File: src/power_control_defines.svh
// Register offsets, field positions and reset values of the power control registers
`ifndef POWER_CONTROL_DEFINES_SVH
`define POWER_CONTROL_DEFINES_SVH

`define ADDR_W 8
`define OFF_SEQ_STATUS 8'h24
`define OFF_CONV_CTRL 8'h2c
`define OFF_SUPPLY_STATUS 8'h30
`define OFF_CORE_LEVEL 8'h34
`define OFF_PLL_LEVEL 8'h40

`define SEQ_PREV_IO_BIT 29
`define SEQ_PREV_PLL_BIT 28
`define SEQ_PREV_ANALOG_BIT 25
`define SEQ_PREV_CORE_BIT 24
`define SEQ_STATE_HI 18
`define SEQ_STATE_LO 16
`define SEQ_TILE_CLK_OFF_BIT 14
`define SEQ_ANALOG_MOD_BIT 9
`define SEQ_CORE_MOD_BIT 8
`define SEQ_EN_IO_BIT 5
`define SEQ_EN_PLL_BIT 4
`define SEQ_EN_ANALOG_BIT 1
`define SEQ_EN_CORE_BIT 0
`define SEQ_PREV_ANALOG_RST 1'h1

`define CTRL_PG_HI 25
`define CTRL_PG_LO 24
`define CTRL_ERR_CLR_BIT 16
`define CTRL_ANALOG_ILIM_HI 14
`define CTRL_ANALOG_ILIM_LO 13
`define CTRL_ANALOG_CLK_HI 9
`define CTRL_ANALOG_CLK_LO 8
`define CTRL_CORE_ILIM_HI 6
`define CTRL_CORE_ILIM_LO 5
`define CTRL_CORE_CLK_HI 1
`define CTRL_CORE_CLK_LO 0
`define CTRL_PG_RST 2'h2
`define CTRL_ILIM_RST 2'h0
`define CTRL_CLK_RST 2'h1

`define SUP_OSC_STABLE_BIT 24
`define SUP_PLL_GOOD_BIT 19
`define SUP_CORE_GOOD_BIT 16
`define SUP_ANALOG_ILIM_BIT 9
`define SUP_CORE_ILIM_BIT 8
`define SUP_ANALOG_SOFT_BIT 1
`define SUP_CORE_SOFT_BIT 0

`define CORE_LEVEL_W 7
`define PLL_LEVEL_W 3

`endif

File: src/power_control_pkg.sv
// Types shared by the power control register bank
package power_control_pkg;
    typedef enum logic [2:0] {
        st_reset,
        st_asleep,
        st_waking1,
        st_waking2,
        st_awake_wait,
        st_awake,
        st_sleeping1,
        st_sleeping2
    } seq_state_t;
endpackage : power_control_pkg

File: src/power_status_if.sv
// Captured sequencer and supply status passed to the register bank
`timescale 1ns/100ps
`default_nettype none
interface power_status_if;
    import power_control_pkg::*;
    logic prev_io, prev_pll, prev_analog, prev_core;
    seq_state_t state;
    logic tile_clk_off, analog_mod, core_mod;
    logic en_io, en_pll, en_analog, en_core;
    logic osc_stable, pll_good, core_good;
    logic analog_ilim, core_ilim, analog_soft, core_soft;
    modport producer (output prev_io, prev_pll, prev_analog, prev_core, state,
        tile_clk_off, analog_mod, core_mod, en_io, en_pll, en_analog, en_core,
        osc_stable, pll_good, core_good, analog_ilim, core_ilim, analog_soft, core_soft);
    modport consumer (input prev_io, prev_pll, prev_analog, prev_core, state,
        tile_clk_off, analog_mod, core_mod, en_io, en_pll, en_analog, en_core,
        osc_stable, pll_good, core_good, analog_ilim, core_ilim, analog_soft, core_soft);
endinterface : power_status_if
`default_nettype wire

File: src/status_capture.sv
// Registers the sequencer and supply status seen by software
`timescale 1ns/100ps
`default_nettype none
`include "power_control_defines.svh"
module status_capture (
    input wire logic clk_sys,
    input wire logic resetn,
    input wire power_control_pkg::seq_state_t seq_state,
    input wire logic [3:0] prev_enables,
    input wire logic [2:0] active_mode,
    input wire logic [3:0] active_enables,
    input wire logic [6:0] supply_flags,
    power_status_if.producer st
);
    import power_control_pkg::*;

    always_ff @(posedge clk_sys or negedge resetn) begin
        if (!resetn) begin
            st.prev_io <= 1'h0;
            st.prev_pll <= 1'h0;
            st.prev_analog <= `SEQ_PREV_ANALOG_RST;
            st.prev_core <= 1'h0;
        end else begin
            {st.prev_io, st.prev_pll, st.prev_analog, st.prev_core} <= prev_enables; // RQ1
        end
    end

    always_ff @(posedge clk_sys or negedge resetn) begin
        if (!resetn) begin
            st.state <= st_reset;
            {st.tile_clk_off, st.analog_mod, st.core_mod} <= 3'h0;
            {st.en_io, st.en_pll, st.en_analog, st.en_core} <= 4'h0;
        end else begin
            st.state <= seq_state; // RQ2
            {st.tile_clk_off, st.analog_mod, st.core_mod} <= active_mode; // RQ3
            {st.en_io, st.en_pll, st.en_analog, st.en_core} <= active_enables; // RQ3
        end
    end

    always_ff @(posedge clk_sys or negedge resetn) begin
        if (!resetn) begin
            {st.osc_stable, st.pll_good, st.core_good} <= 3'h0;
            {st.analog_ilim, st.core_ilim, st.analog_soft, st.core_soft} <= 4'h0;
        end else begin
            {st.osc_stable, st.pll_good, st.core_good} <= supply_flags[6:4]; // RQ10
            {st.analog_ilim, st.core_ilim} <= supply_flags[3:2]; // RQ11
            {st.analog_soft, st.core_soft} <= supply_flags[1:0]; // RQ12
        end
    end
endmodule : status_capture
`default_nettype wire

File: src/rail_level_regs.sv
// Core rail and PLL regulator level registers loaded from the straps
`timescale 1ns/100ps
`default_nettype none
`include "power_control_defines.svh"
module rail_level_regs (
    input wire logic clk_sys,
    input wire logic resetn,
    input wire logic wr_core,
    input wire logic wr_pll,
    input wire logic [31:0] wdata,
    input wire logic [`CORE_LEVEL_W-1:0] strap_core,
    input wire logic [`PLL_LEVEL_W-1:0] strap_pll,
    output logic [`CORE_LEVEL_W-1:0] core_level_reg,
    output logic [`PLL_LEVEL_W-1:0] pll_level_reg,
    output logic loaded_reg
);
    // Straps are caught on the first edge after release, never under the reset itself
    always_ff @(posedge clk_sys or negedge resetn) begin
        if (!resetn) begin
            loaded_reg <= 1'h0;
        end else begin
            loaded_reg <= 1'h1;
        end
    end

    always_ff @(posedge clk_sys or negedge resetn) begin
        if (!resetn) begin
            core_level_reg <= '0;
        end else if (!loaded_reg) begin
            core_level_reg <= strap_core; // RQ15
        end else if (wr_core) begin
            core_level_reg <= wdata[`CORE_LEVEL_W-1:0]; // RQ13
        end
    end

    always_ff @(posedge clk_sys or negedge resetn) begin
        if (!resetn) begin
            pll_level_reg <= '0;
        end else if (!loaded_reg) begin
            pll_level_reg <= strap_pll; // RQ15
        end else if (wr_pll) begin
            pll_level_reg <= wdata[`PLL_LEVEL_W-1:0]; // RQ16
        end
    end
endmodule : rail_level_regs
`default_nettype wire

File: src/power_control_status_regs.sv
// Software register bank of the power control block
//
// Our own choice: the plain strobed port.
`timescale 1ns/100ps
`default_nettype none
`include "power_control_defines.svh"

// Behaviour
// RQ1: Previous-state supply enables at bits 29,28,25,24
// RQ2: Current sequencer state readable at bits 18:16
// RQ3: Active clock, modulation and enable settings mirrored
// RQ4: Power-good threshold select, resets to two
// RQ5: Error clear bit holds until written zero
// RQ6: Analog converter current limit, resets zero
// RQ7: Analog converter clock select, resets one
// RQ8: Core converter current limit, resets zero
// RQ9: Core converter clock select, resets one
// RQ10: Oscillator, PLL rail, core rail good flags
// RQ11: Current limiting flags at bits 9, 8
// RQ12: Soft-start flags at bits 1, 0
// RQ13: Core rail level, seven bits, 10 mV steps
// RQ14: Software steps core level slowly
// RQ15: Level reset values come from strap pins; levels reset to zero, straps load on the first edge after release
// RQ16: PLL regulator level, three bits, 100 mV
// RQ17: Software raises PLL level one step
// RQ18: State codes zero to seven in order
module power_control_status_regs (
    input wire logic clk_sys,
    input wire logic resetn,
    input wire logic [`ADDR_W-1:0] reg_addr,
    input wire logic [31:0] reg_wdata,
    input wire logic reg_wr,
    input wire logic reg_rd,
    output logic [31:0] reg_rdata,
    input wire power_control_pkg::seq_state_t seq_state,
    input wire logic [3:0] prev_enables,
    input wire logic [2:0] active_mode,
    input wire logic [3:0] active_enables,
    input wire logic [6:0] supply_flags,
    input wire logic [`CORE_LEVEL_W-1:0] strap_core_level,
    input wire logic [`PLL_LEVEL_W-1:0] strap_pll_level,
    output logic [1:0] pg_threshold,
    output logic err_clear,
    output logic [1:0] analog_ilimit,
    output logic [1:0] analog_clk_sel,
    output logic [1:0] core_ilimit,
    output logic [1:0] core_clk_sel,
    output logic [`CORE_LEVEL_W-1:0] core_rail_level,
    output logic [`PLL_LEVEL_W-1:0] pll_regulator_level
);
    import power_control_pkg::*;

    // ****************************************
    // Decode
    // ****************************************
    function automatic logic hit(input logic [`ADDR_W-1:0] addr,
                                 input logic [`ADDR_W-1:0] off);
        hit = (addr == off);
    endfunction : hit

    logic wr_ctrl;
    logic wr_core;
    logic wr_pll;
    logic mapped;
    logic levels_loaded;
    logic [31:0] rd_word;
    logic [31:0] rdata_reg;
    logic [1:0] pg_reg;
    logic err_clr_reg;
    logic [1:0] analog_ilim_reg;
    logic [1:0] analog_clk_reg;
    logic [1:0] core_ilim_reg;
    logic [1:0] core_clk_reg;

    assign wr_ctrl = reg_wr && hit(reg_addr, `OFF_CONV_CTRL);
    assign wr_core = reg_wr && hit(reg_addr, `OFF_CORE_LEVEL);
    assign wr_pll = reg_wr && hit(reg_addr, `OFF_PLL_LEVEL);
    assign mapped = hit(reg_addr, `OFF_SEQ_STATUS) || hit(reg_addr, `OFF_CONV_CTRL)
        || hit(reg_addr, `OFF_SUPPLY_STATUS) || hit(reg_addr, `OFF_CORE_LEVEL)
        || hit(reg_addr, `OFF_PLL_LEVEL);

    // ****************************************
    // Status capture and level registers
    // ****************************************
    power_status_if st ();

    status_capture u_capture (
        .clk_sys(clk_sys),
        .resetn(resetn),
        .seq_state(seq_state),
        .prev_enables(prev_enables),
        .active_mode(active_mode),
        .active_enables(active_enables),
        .supply_flags(supply_flags),
        .st(st.producer)
    );

    // Level writes before the straps are caught are dropped; the strap load wins
    rail_level_regs u_levels (
        .clk_sys(clk_sys),
        .resetn(resetn),
        .wr_core(wr_core),
        .wr_pll(wr_pll),
        .wdata(reg_wdata),
        .strap_core(strap_core_level),
        .strap_pll(strap_pll_level),
        .core_level_reg(core_rail_level),
        .pll_level_reg(pll_regulator_level),
        .loaded_reg(levels_loaded)
    );

    // ****************************************
    // Converter control
    // ****************************************
    always_ff @(posedge clk_sys or negedge resetn) begin
        if (!resetn) begin
            pg_reg <= `CTRL_PG_RST;
        end else if (wr_ctrl) begin
            pg_reg <= reg_wdata[`CTRL_PG_HI:`CTRL_PG_LO]; // RQ4
        end
    end

    // Held level, so the error flags stay cleared until software lets them go
    always_ff @(posedge clk_sys or negedge resetn) begin
        if (!resetn) begin
            err_clr_reg <= 1'h0;
        end else if (wr_ctrl) begin
            err_clr_reg <= reg_wdata[`CTRL_ERR_CLR_BIT]; // RQ5
        end
    end

    always_ff @(posedge clk_sys or negedge resetn) begin
        if (!resetn) begin
            analog_ilim_reg <= `CTRL_ILIM_RST;
            analog_clk_reg <= `CTRL_CLK_RST;
        end else if (wr_ctrl) begin
            analog_ilim_reg <= reg_wdata[`CTRL_ANALOG_ILIM_HI:`CTRL_ANALOG_ILIM_LO]; // RQ6
            analog_clk_reg <= reg_wdata[`CTRL_ANALOG_CLK_HI:`CTRL_ANALOG_CLK_LO]; // RQ7
        end
    end

    always_ff @(posedge clk_sys or negedge resetn) begin
        if (!resetn) begin
            core_ilim_reg <= `CTRL_ILIM_RST;
            core_clk_reg <= `CTRL_CLK_RST;
        end else if (wr_ctrl) begin
            core_ilim_reg <= reg_wdata[`CTRL_CORE_ILIM_HI:`CTRL_CORE_ILIM_LO]; // RQ8
            core_clk_reg <= reg_wdata[`CTRL_CORE_CLK_HI:`CTRL_CORE_CLK_LO]; // RQ9
        end
    end

    assign pg_threshold = pg_reg;
    assign err_clear = err_clr_reg;
    assign analog_ilimit = analog_ilim_reg;
    assign analog_clk_sel = analog_clk_reg;
    assign core_ilimit = core_ilim_reg;
    assign core_clk_sel = core_clk_reg;

    // ****************************************
    // Read path
    // ****************************************
    always_comb begin
        rd_word = 32'h0;
        case (reg_addr)
            `OFF_SEQ_STATUS: begin
                rd_word[`SEQ_PREV_IO_BIT] = st.prev_io; // RQ1
                rd_word[`SEQ_PREV_PLL_BIT] = st.prev_pll; // RQ1
                rd_word[`SEQ_PREV_ANALOG_BIT] = st.prev_analog; // RQ1
                rd_word[`SEQ_PREV_CORE_BIT] = st.prev_core; // RQ1
                rd_word[`SEQ_STATE_HI:`SEQ_STATE_LO] = st.state; // RQ2 RQ18
                rd_word[`SEQ_TILE_CLK_OFF_BIT] = st.tile_clk_off; // RQ3
                rd_word[`SEQ_ANALOG_MOD_BIT] = st.analog_mod; // RQ3
                rd_word[`SEQ_CORE_MOD_BIT] = st.core_mod; // RQ3
                rd_word[`SEQ_EN_IO_BIT] = st.en_io; // RQ3
                rd_word[`SEQ_EN_PLL_BIT] = st.en_pll; // RQ3
                rd_word[`SEQ_EN_ANALOG_BIT] = st.en_analog; // RQ3
                rd_word[`SEQ_EN_CORE_BIT] = st.en_core; // RQ3
            end
            `OFF_CONV_CTRL: begin
                rd_word[`CTRL_PG_HI:`CTRL_PG_LO] = pg_reg;
                rd_word[`CTRL_ERR_CLR_BIT] = err_clr_reg;
                rd_word[`CTRL_ANALOG_ILIM_HI:`CTRL_ANALOG_ILIM_LO] = analog_ilim_reg;
                rd_word[`CTRL_ANALOG_CLK_HI:`CTRL_ANALOG_CLK_LO] = analog_clk_reg;
                rd_word[`CTRL_CORE_ILIM_HI:`CTRL_CORE_ILIM_LO] = core_ilim_reg;
                rd_word[`CTRL_CORE_CLK_HI:`CTRL_CORE_CLK_LO] = core_clk_reg;
            end
            `OFF_SUPPLY_STATUS: begin
                rd_word[`SUP_OSC_STABLE_BIT] = st.osc_stable; // RQ10
                rd_word[`SUP_PLL_GOOD_BIT] = st.pll_good; // RQ10
                rd_word[`SUP_CORE_GOOD_BIT] = st.core_good; // RQ10
                rd_word[`SUP_ANALOG_ILIM_BIT] = st.analog_ilim; // RQ11
                rd_word[`SUP_CORE_ILIM_BIT] = st.core_ilim; // RQ11
                rd_word[`SUP_ANALOG_SOFT_BIT] = st.analog_soft; // RQ12
                rd_word[`SUP_CORE_SOFT_BIT] = st.core_soft; // RQ12
            end
            `OFF_CORE_LEVEL: begin
                rd_word[`CORE_LEVEL_W-1:0] = core_rail_level; // RQ13
            end
            `OFF_PLL_LEVEL: begin
                rd_word[`PLL_LEVEL_W-1:0] = pll_regulator_level; // RQ16
            end
            default: begin
                rd_word = 32'h0;
            end
        endcase
    end

    // Data stand for one cycle only; zero otherwise so stale words never leak
    always_ff @(posedge clk_sys or negedge resetn) begin
        if (!resetn) begin
            rdata_reg <= 32'h0;
        end else if (reg_rd) begin
            rdata_reg <= rd_word;
        end else begin
            rdata_reg <= 32'h0;
        end
    end

    assign reg_rdata = rdata_reg;
endmodule : power_control_status_regs
`default_nettype wire

File: config.mk
export PLATFORM = sky130hd
export DESIGN_NAME = power_control_status_regs
export DESIGN_NICKNAME = d
export VERILOG_FILES = /design/src/power_control_pkg.sv /design/src/power_status_if.sv /design/src/status_capture.sv /design/src/rail_level_regs.sv /design/src/power_control_status_regs.sv
export VERILOG_INCLUDE_DIRS = /design/src
export SDC_FILE = /design/constraint.sdc
export NUM_CORES = 1
export LEC_CHECK = 0
export BUFFER_PORTS_ARGS = -buffer_cell sky130_fd_sc_hd__buf_2
export CAP_MARGIN = 20
export CORE_MARGIN = 4
export CORE_UTILIZATION = 30
export DETAILED_ROUTE_END_ITERATION = 7
export SLEW_MARGIN = 20
export SYNTH_ARGS = -nofsm -noshare
export SYNTH_HDL_FRONTEND = slang
export SYNTH_SLANG_ARGS = --single-unit
File: constraint.sdc
create_clock -name clk_sys -period 1 [get_ports clk_sys]
set_clock_uncertainty 0.1 [all_clocks]
set_input_delay 0.1 -clock clk_sys [delete_from_list [all_inputs] [get_ports clk_sys]]
set_output_delay 0.1 -clock clk_sys [all_outputs]
set_load 0.01 [all_outputs]
==> flow_summary.rst, run 1 <==
.. list-table::
   :header-rows: 1

   * - Metric
     - Value
   * - Multiplexer share of the synthesized area
     - 11.7%
   * - Via total after detailed routing
     - 2241
   * - Relative contribution of the clock network to total power
     - 35.7%
   * - Reg area
     - 0.00156 sq mm
   * - Pwr Density
     - 1240 mW/mm^2
   * - Top area cells in the synthesized netlist
     - dfrtp_1 58%, mux2_4 6.0%, mux2i_1 4.8%
   * - Relative contribution of combinational cells to total power
     - 16.6%
   * - Synth top cells by count
     - 58 x dfrtp_1, 17 x nor2_1, 13 x buf_4, 12 x mux2i_1, 11 x a21oi_1
   * - Number of distinct library cells after synthesis
     - 36
   * - Global placer's final weighted congestion
     - 0.822
   * - Count of placed standard cells including taps
     - 419
   * - Flip-flop count of the largest register after layout
     - 19
   * - Worst R2R Path Depth
     - 4
   * - TritonCTS clock tree
     - built
   * - Startpoint Class
     - primary input
   * - Final instance count without filler cells
     - 503
   * - Area added between synthesis and finish
     - 80.8%
   * - Result of the run
     - finished with violations
   * - Wire length of the first global-routing pass
     - 12000 microns
   * - Ant. Diodes
     - 0
   * - Critical-path maximum fanout
     - 9
   * - Part of the Yosys area used for sequential elements
     - 62.0%
   * - Required time reported for the critical path endpoint
     - 1.11 ns
   * - Design Power
     - 5.61 mW
   * - Layout cells sized above 1
     - 54.0%
   * - Aggregate global routing overflow
     - 0
   * - Synth Area in Adders
     - 0%
   * - Core box area
     - 0.00818 sq mm
   * - Leakage power
     - 2.22 nW
   * - Cell accounting for the most synthesized area
     - dfrtp_1
   * - RR Endpoint
     - reg_rdata[0]$_DFF_PN0_
   * - Final Hold Fails
     - 0
   * - Number of filler cells placed in the layout
     - 696
   * - Vias in the first global route
     - 2417
   * - Number of rows created at floorplan
     - 33
   * - Failing checks
     - setup timing
   * - Simple-gate share of the synthesized area
     - 12.7%
   * - Type of the worst setup path
     - in -> reg
   * - Sequential fraction of design power
     - 47.6%
   * - Area share of the largest cell type after synthesis
     - 57.8%
   * - Capture point of the critical path
     - core_ilimit[0]$_DFFE_PN0P_
   * - Cells after synthesis
     - 190
   * - CTS Buf Count
     - 9
   * - Pins Over Slew Limit
     - 0
   * - Kind of path behind the tightest hold check
     - in -> reg
   * - Sum of routed wire length over all layers
     - 7570 microns
   * - MaxCap Viol Count
     - 0
   * - Top-level port count
     - 128
   * - Maximum level of the CTS H-tree
     - 3
   * - Footprint of the multi-input gates
     - 0.00103 sq mm
   * - Maximum number of pins on one net before global-route repair
     - 35
   * - Worst setup EP type
     - register
   * - Synth Cell Area
     - 0.00251 sq mm
   * - Synth warn
     - 0
   * - Final setup margin
     - -0.364 ns
   * - Xor/xnor cell area share of the yosys netlist
     - 0%
   * - Y dimension of the die
     - 99.5 microns
   * - Peak supply drop
     - 0.000619 V
   * - Dominant combinational cell family by area after synthesis
     - simple AND/OR/NAND/NOR gates
   * - Maximum number of buffers from clock root to sink
     - 2
   * - Setup-failing EPs final
     - 76
   * - Post-Synthesis Mean Instance Area
     - 13.2 sq um
   * - Worst flop-to-flop path startpoint
     - u_levels.pll_level_reg[0]$_DFFE_PN0P_
   * - Register bit count reported by yosys
     - 62
   * - Period utilization
     - 136%
   * - Input/output buffers
     - 96
   * - FFs w/ async S/R, synth
     - 100%
   * - Area fraction in compound gates after synthesis
     - 7.87%
   * - Number of flops mapped to enable cells by yosys
     - 0
   * - Startpoint of the most critical setup path
     - reg_addr[7]
   * - Post-detailed-placement half-perimeter wirelength
     - 5090 microns
   * - Arrival time at the worst endpoint
     - 1.48 ns
   * - Clk Latency, worst-skew pair
     - 0.33 ns
   * - Clk sinks
     - 62
   * - WL/cell
     - 15.1 microns
   * - Reg2reg setup slack
     - -0.16 ns
   * - Area enclosed by the die boundary
     - 0.00990 sq mm
   * - Detailed-routing iteration count for the pre-antenna-repair pass
     - 4
   * - Setup repair after global routing missed its margin
     - yes
   * - 1st-iter DRT viols
     - 54
   * - Post-Route Setup TNS
     - -10.13 ns
   * - Total global routing track utilization
     - 16.0%
   * - Primary FF master, synth
     - dfrtp_1
   * - DRC Markers
     - 0
   * - Antenna violations before repair
     - 0
   * - Net switching power of the design
     - 1.40 mW
   * - Library cell with the highest instance count after synthesis
     - dfrtp_1
   * - Root buffer cell
     - clkbuf_8
   * - Initial Util
     - 30.7%
   * - Die extent in x
     - 99.5 microns
   * - Post-layout nets
     - 468
   * - Remaining number of nets flagged by the antenna check after routing
     - 0
   * - Design internal power
     - 4.21 mW
   * - Worst-path clk slew
     - 0.07 ns
   * - Switching Share
     - 25.0%
   * - Number of vias per cell after detailed routing
     - 4.46
   * - Maximum clock frequency
     - 733 MHz
   * - Clock period minus worst slack
     - 1.36 ns
==> through the flow <==
| step | utilization (%) | hold WS (ns) | cell area [sq um] | setup slack [ns] |
|---|---|---|---|---|
| floorplan | - | -0.296 | 2660 | -0.509 |
| global placement | 42.2 | -0.149 | 3450 | -0.716 |
| detailed placement | 42.2 | -0.150 | 3450 | -0.753 |
| CTS | 53.5 | 0.00425 | 4370 | -0.308 |
| global route | 55.5 | 0.0173 | 4540 | -0.384 |
| finish | 55.5 | 0.0224 | 4540 | -0.364 |
==> worst min-delay path by stage <==
stage                                          endpoint  cells past startpoint  slack, ns    from
after floorplan           analog_clk_sel[1]$_DFFE_PN0P_                      0      -0.30  resetn
after global placement    analog_clk_sel[1]$_DFFE_PN0P_                      1      -0.15  resetn
after detailed placement  analog_clk_sel[1]$_DFFE_PN0P_                      1      -0.15  resetn
after CTS                        reg_rdata[2]$_DFF_PN0_                      2      0.004  reg_rd
after global routing             reg_rdata[2]$_DFF_PN0_                      2       0.02  reg_rd
final                            reg_rdata[4]$_DFF_PN0_                      2       0.02  reg_rd
==> critical path: stages <==
cell     delay [ns]
buf_8          0.10
or3b_4         0.41
nor4_4         0.28
nand2_2        0.13
buf_12         0.17
mux2_4         0.29
==> layout make-up <==
class / instances / share of cell area, %
well taps: 105 / 2.89
flip-flops and latches: 62 / 34.3
clock buffers: 12 / 3.42
multi-input cells: 119 / 22.8
repair buffers: 201 / 35.9
clock inverters: 4 / 0.689
==> logic make-up after synthesis <==
family	count (synthesis)
AOI/OAI and AO/OA	29
buffers and inverters	21
and+or+nand+nor	52
other	2
muxes	24
DFF	62
==> layer usage <==
metal / track usage [%] / wire length [microns] / vias to the layer above / share of wire [%]
li1: - / - / 1064 / -
met1: 18.6 / 2990 / 1087 / 39
met2: 27.5 / 3980 / 77 / 53
met3: 4.77 / 485 / 13 / 6.4
met4: 6.41 / 119 / 0 / 1.6
met5: 0 / 0 / - / 0
==> power groups by stage <==
stage / registers [mW] / clock network (mW) / logic [mW]
final: 2.67 / 2.00 / 0.934
after global routing: 2.68 / 2.20 / 1.02
after CTS: 2.67 / 2.11 / 0.899
after detailed placement: 2.72 / 0 / 0.613
after global placement: 2.72 / 0 / 0.606
after floorplan: 2.74 / 0 / 0.231
==> layout by cell type (no fill, tap or decap), types with 3 or more instances in the layout <==
cell           count
dfrtp_1           58
a21oi_1           10
nor2_1            16
clkbuf_8          11
mux2_4            11
clkinvlp_4         3
dfstp_2            4
conb_1            14
a22oi_2            7
buf_12             6
mux2i_1           11
a222oi_1           4
buf_2             79
buf_4             42
and2_1             4
nor2b_1            5
dlygate4sd3_1     46
buf_6             24
buf_8              3
==> what timing repair did <==
action                                 CTS  global route
endpoints found under the hold margin  104             0
cloned                                   0             1
hold buffers                            46             0
setup endpoints to repair               78            78
buffers inserted                        17             5
resized for setup                       38            27
pin swaps                               16            24
No activity file was read; power rests on OpenSTA's default activity.
==> inputs of run 2 (changes only) <==
--- a/config.mk
+++ b/config.mk
@@ -8,9 +8,12 @@
 export LEC_CHECK = 0
 export BUFFER_PORTS_ARGS = -buffer_cell sky130_fd_sc_hd__buf_2
 export CAP_MARGIN = 20
+export CELL_PAD_IN_SITES_DETAIL_PLACEMENT = 1
+export CELL_PAD_IN_SITES_GLOBAL_PLACEMENT = 1
 export CORE_MARGIN = 4
-export CORE_UTILIZATION = 30
+export CORE_UTILIZATION = 31
 export DETAILED_ROUTE_END_ITERATION = 7
+export PLACE_DENSITY_LB_ADDON = 0.1
 export SLEW_MARGIN = 20
 export SYNTH_ARGS = -nofsm -noshare
 export SYNTH_HDL_FRONTEND = slang
==> flow_summary.rst, run 2 (synthesis results as in run 1) <==
.. list-table::
   :header-rows: 1

   * - Metric
     - Value
   * - Most frequent cells in the layout
     - 72 x buf_2, 58 x dfrtp_1, 47 x dlygate4sd3_1 (was 79 x buf_2, 58 x dfrtp_1, 46 x dlygate4sd3_1)
   * - Period utilization
     - 131% (was 136%)
   * - Maximum number of buffers from clock root to sink
     - 2 (unchanged)
   * - Delay contributed by the slowest stage of the critical path
     - 0.42 ns (was 0.41 ns)
   * - Worst-path clk slew
     - 0.07 ns (about the same)
   * - Post-detailed-placement half-perimeter wirelength
     - 5440 microns (was 5090 microns)
   * - Area added between synthesis and finish
     - 85.5% (was 80.8%)
   * - TritonCTS clock tree
     - built (unchanged)
   * - Number of rows created at floorplan
     - 32 (was 33)
   * - Input/output buffers
     - 96 (unchanged)
   * - Leakage power
     - 2.28 nW (was 2.22 nW)
   * - Y dimension of the die
     - 98 microns (was 99.5 microns)
   * - Maximum clock frequency
     - 765 MHz (was 733 MHz)
   * - Failing checks
     - setup timing (unchanged)
   * - Global placer's final weighted congestion
     - 0.746 (was 0.822)
   * - Initial Util
     - 32.2% (was 30.7%)
   * - CTS Buf Count
     - 9 (unchanged)
   * - Pins Over Slew Limit
     - 0 (unchanged)
   * - Die extent in x
     - 98 microns (was 99.5 microns)
   * - Root buffer cell
     - clkbuf_8 (unchanged)
   * - Vias in the first global route
     - 2584 (was 2417)
   * - CP bufs+invs
     - 2 (unchanged)
   * - Clock period minus worst slack
     - 1.31 ns (was 1.36 ns)
   * - Flip-flop count of the largest register after layout
     - 19 (unchanged)
   * - Number of vias per cell after detailed routing
     - 4.54 (was 4.46)
   * - CP most frequent cell
     - buf_6
   * - Clk Latency, worst-skew pair
     - 0.34 ns (was 0.33 ns)
   * - Required time reported for the critical path endpoint
     - 1.13 ns (was 1.11 ns)
   * - Detailed route wirelength on metal2
     - 4540 microns (was 3980 microns)
   * - Most frequent standard cell in the layout excluding fill and tap cells
     - buf_2 (unchanged)
   * - Remaining number of nets flagged by the antenna check after routing
     - 0 (unchanged)
   * - Cell with the largest stage delay on the worst path
     - or3b_4 (unchanged)
   * - Maximum number of pins on one net before global-route repair
     - 63 (was 35)
   * - Delay-heaviest family, CP
     - simple AND/OR/NAND/NOR gates (unchanged)
   * - WL/cell
     - 16.9 microns (was 15.1 microns)
   * - Post-layout nets
     - 475 (was 468)
   * - Kind of path behind the tightest hold check
     - in -> reg (unchanged)
   * - Pwr Density
     - 1270 mW/mm^2 (was 1240 mW/mm^2)
   * - Final instance count without filler cells
     - 507 (was 503)
   * - Maximum level of the CTS H-tree
     - 3 (unchanged)
   * - Setup-failing EPs final
     - 77 (was 76)
   * - Result of the run
     - finished with violations (unchanged)
   * - Ant. Diodes
     - 0 (unchanged)
   * - Count of placed standard cells including taps
     - 417 (was 419)
   * - Number of filler cells placed in the layout
     - 800 (was 696)
   * - Detailed-routing iteration count for the pre-antenna-repair pass
     - 4 (unchanged)
   * - Type of the worst setup path
     - in -> reg (unchanged)
   * - Clk sinks
     - 62 (unchanged)
   * - Final setup margin
     - -0.307 ns (was -0.364 ns)
   * - Final Hold Fails
     - 0 (unchanged)
   * - Worst setup EP type
     - register (unchanged)
   * - Met1 wire length
     - 3480 microns (was 2990 microns)
   * - Amount of wire on met3 after detailed routing
     - 426 microns (was 485 microns)
   * - Peak supply drop
     - 0.000813 V (was 0.000619 V)
   * - Top-level port count
     - 128 (unchanged)
   * - Core box area
     - 0.00781 sq mm (was 0.00818 sq mm)
   * - Layout cells sized above 1
     - 55.3% (was 54.0%)
   * - Smallest hold slack
     - 0.0136 ns (was 0.0224 ns)
   * - Arrival time at the worst endpoint
     - 1.43 ns (was 1.48 ns)
   * - Via total after detailed routing
     - 2304 (was 2241)
   * - Highest metal layer used by the detailed router
     - met4 (unchanged)
   * - Total global routing track utilization
     - 18.3% (was 16.0%)
   * - Area enclosed by the die boundary
     - 0.00960 sq mm (was 0.00990 sq mm)
   * - List of cells traversed by the critical path
     - buf_6, or3b_4, nor4_4, nand2_2, buf_6, mux2_4 (was buf_8, or3b_4, nor4_4, nand2_2, buf_12, mux2_4)
   * - DRC Markers
     - 0 (unchanged)
   * - Setup repair after global routing missed its margin
     - yes (unchanged)
   * - Wire length of the first global-routing pass
     - 13600 microns (was 12000 microns)
   * - Antenna violations before repair
     - 0 (unchanged)
   * - Aggregate global routing overflow
     - 0 (unchanged)
   * - 1st-iter DRT viols
     - 76 (was 54)
   * - MaxCap Viol Count
     - 0 (unchanged)
   * - Startpoint Class
     - primary input (unchanged)
   * - Critical-path maximum fanout
     - 7 (was 9)
   * - Sum of routed wire length over all layers
     - 8580 microns (was 7570 microns)
run 2: routing by layer:
metal,GRT usage [%],vias up
met5,0,-
met4,6.28,0
met3,5.36,11
met2,31.6,78
met1,21.7,1143
li1,-,1072
run 2: final timing paths:
kind,depth (start not counted),startpoint,slack [ns],end
setup / recovery,6,reg_addr[7],-0.31,analog_ilimit[1]$_DFFE_PN0P_
hold / removal,4,reg_addr[1],0.01,reg_rdata[9]$_DFF_PN0_
setup reg to reg,4,u_levels.core_level_reg[5]$_DFFE_PN0P_,-0.19,reg_rdata[5]$_DFF_PN0_
hold reg to reg,1,u_capture.st.state[1]$_DFF_PN0_,0.37,reg_rdata[17]$_DFF_PN0_
max in group asynchronous,3,resetn,0.29,u_capture.st.prev_analog$_DFF_PN1_
min in group asynchronous,3,resetn,0.19,reg_rdata[9]$_DFF_PN0_
run 2: power by group:
group	leakage (nW)	internal [mW]	switching (mW)
registers	0.773	2.62	0.0609
logic	1.40	0.592	0.411
clock network	0.102	1.21	1.02
run 2: timing repair:
item                                   in CTS  in global routing
pin swaps                                  25                 20
hold buffers                               47                  0
gates cloned                                1                  0
endpoints found under the hold margin     107                  0
buffers inserted                           24                  8
setup endpoints to repair                  78                 79
gates resized for setup                    59                 26
run 2: cell type report:
| class | count | area, sq um | share of cell area (%) |
|---|---|---|---|
| Clock buffer | 10 | 138 | 2.96 |
| Tap cell | 102 | 128 | 2.74 |
| Sequential cell | 62 | 1560 | 33.4 |
| Timing Repair Buffer | 208 | 1720 | 37.0 |
| Multi-Input combinational cell | 119 | 1050 | 22.6 |
| Clock inverter | 6 | 61.3 | 1.32 |
run 2: worst min-delay path: stages:
cell and delay (ns):
buf_6 0.11, nor3_4 0.05, nand3_2 0.09, nor2_1 0.05
run 2: through the flow:
stage          power (mW)  cell area [sq um]  utilization [%]  worst slack (ns)  setup TNS [ns]
2_1_floorplan        2.97               2660                -            -0.509          -11.61
3_3_place_gp         3.33               3430             43.9            -0.667          -21.26
3_5_place_dp         3.34               3430             43.9            -0.683          -21.74
4_1_cts              5.89               4530             58.0            -0.303          -10.34
5_1_grt              6.17               4660             59.6            -0.325          -12.71
6_report             5.91               4660             59.6            -0.307           -9.86
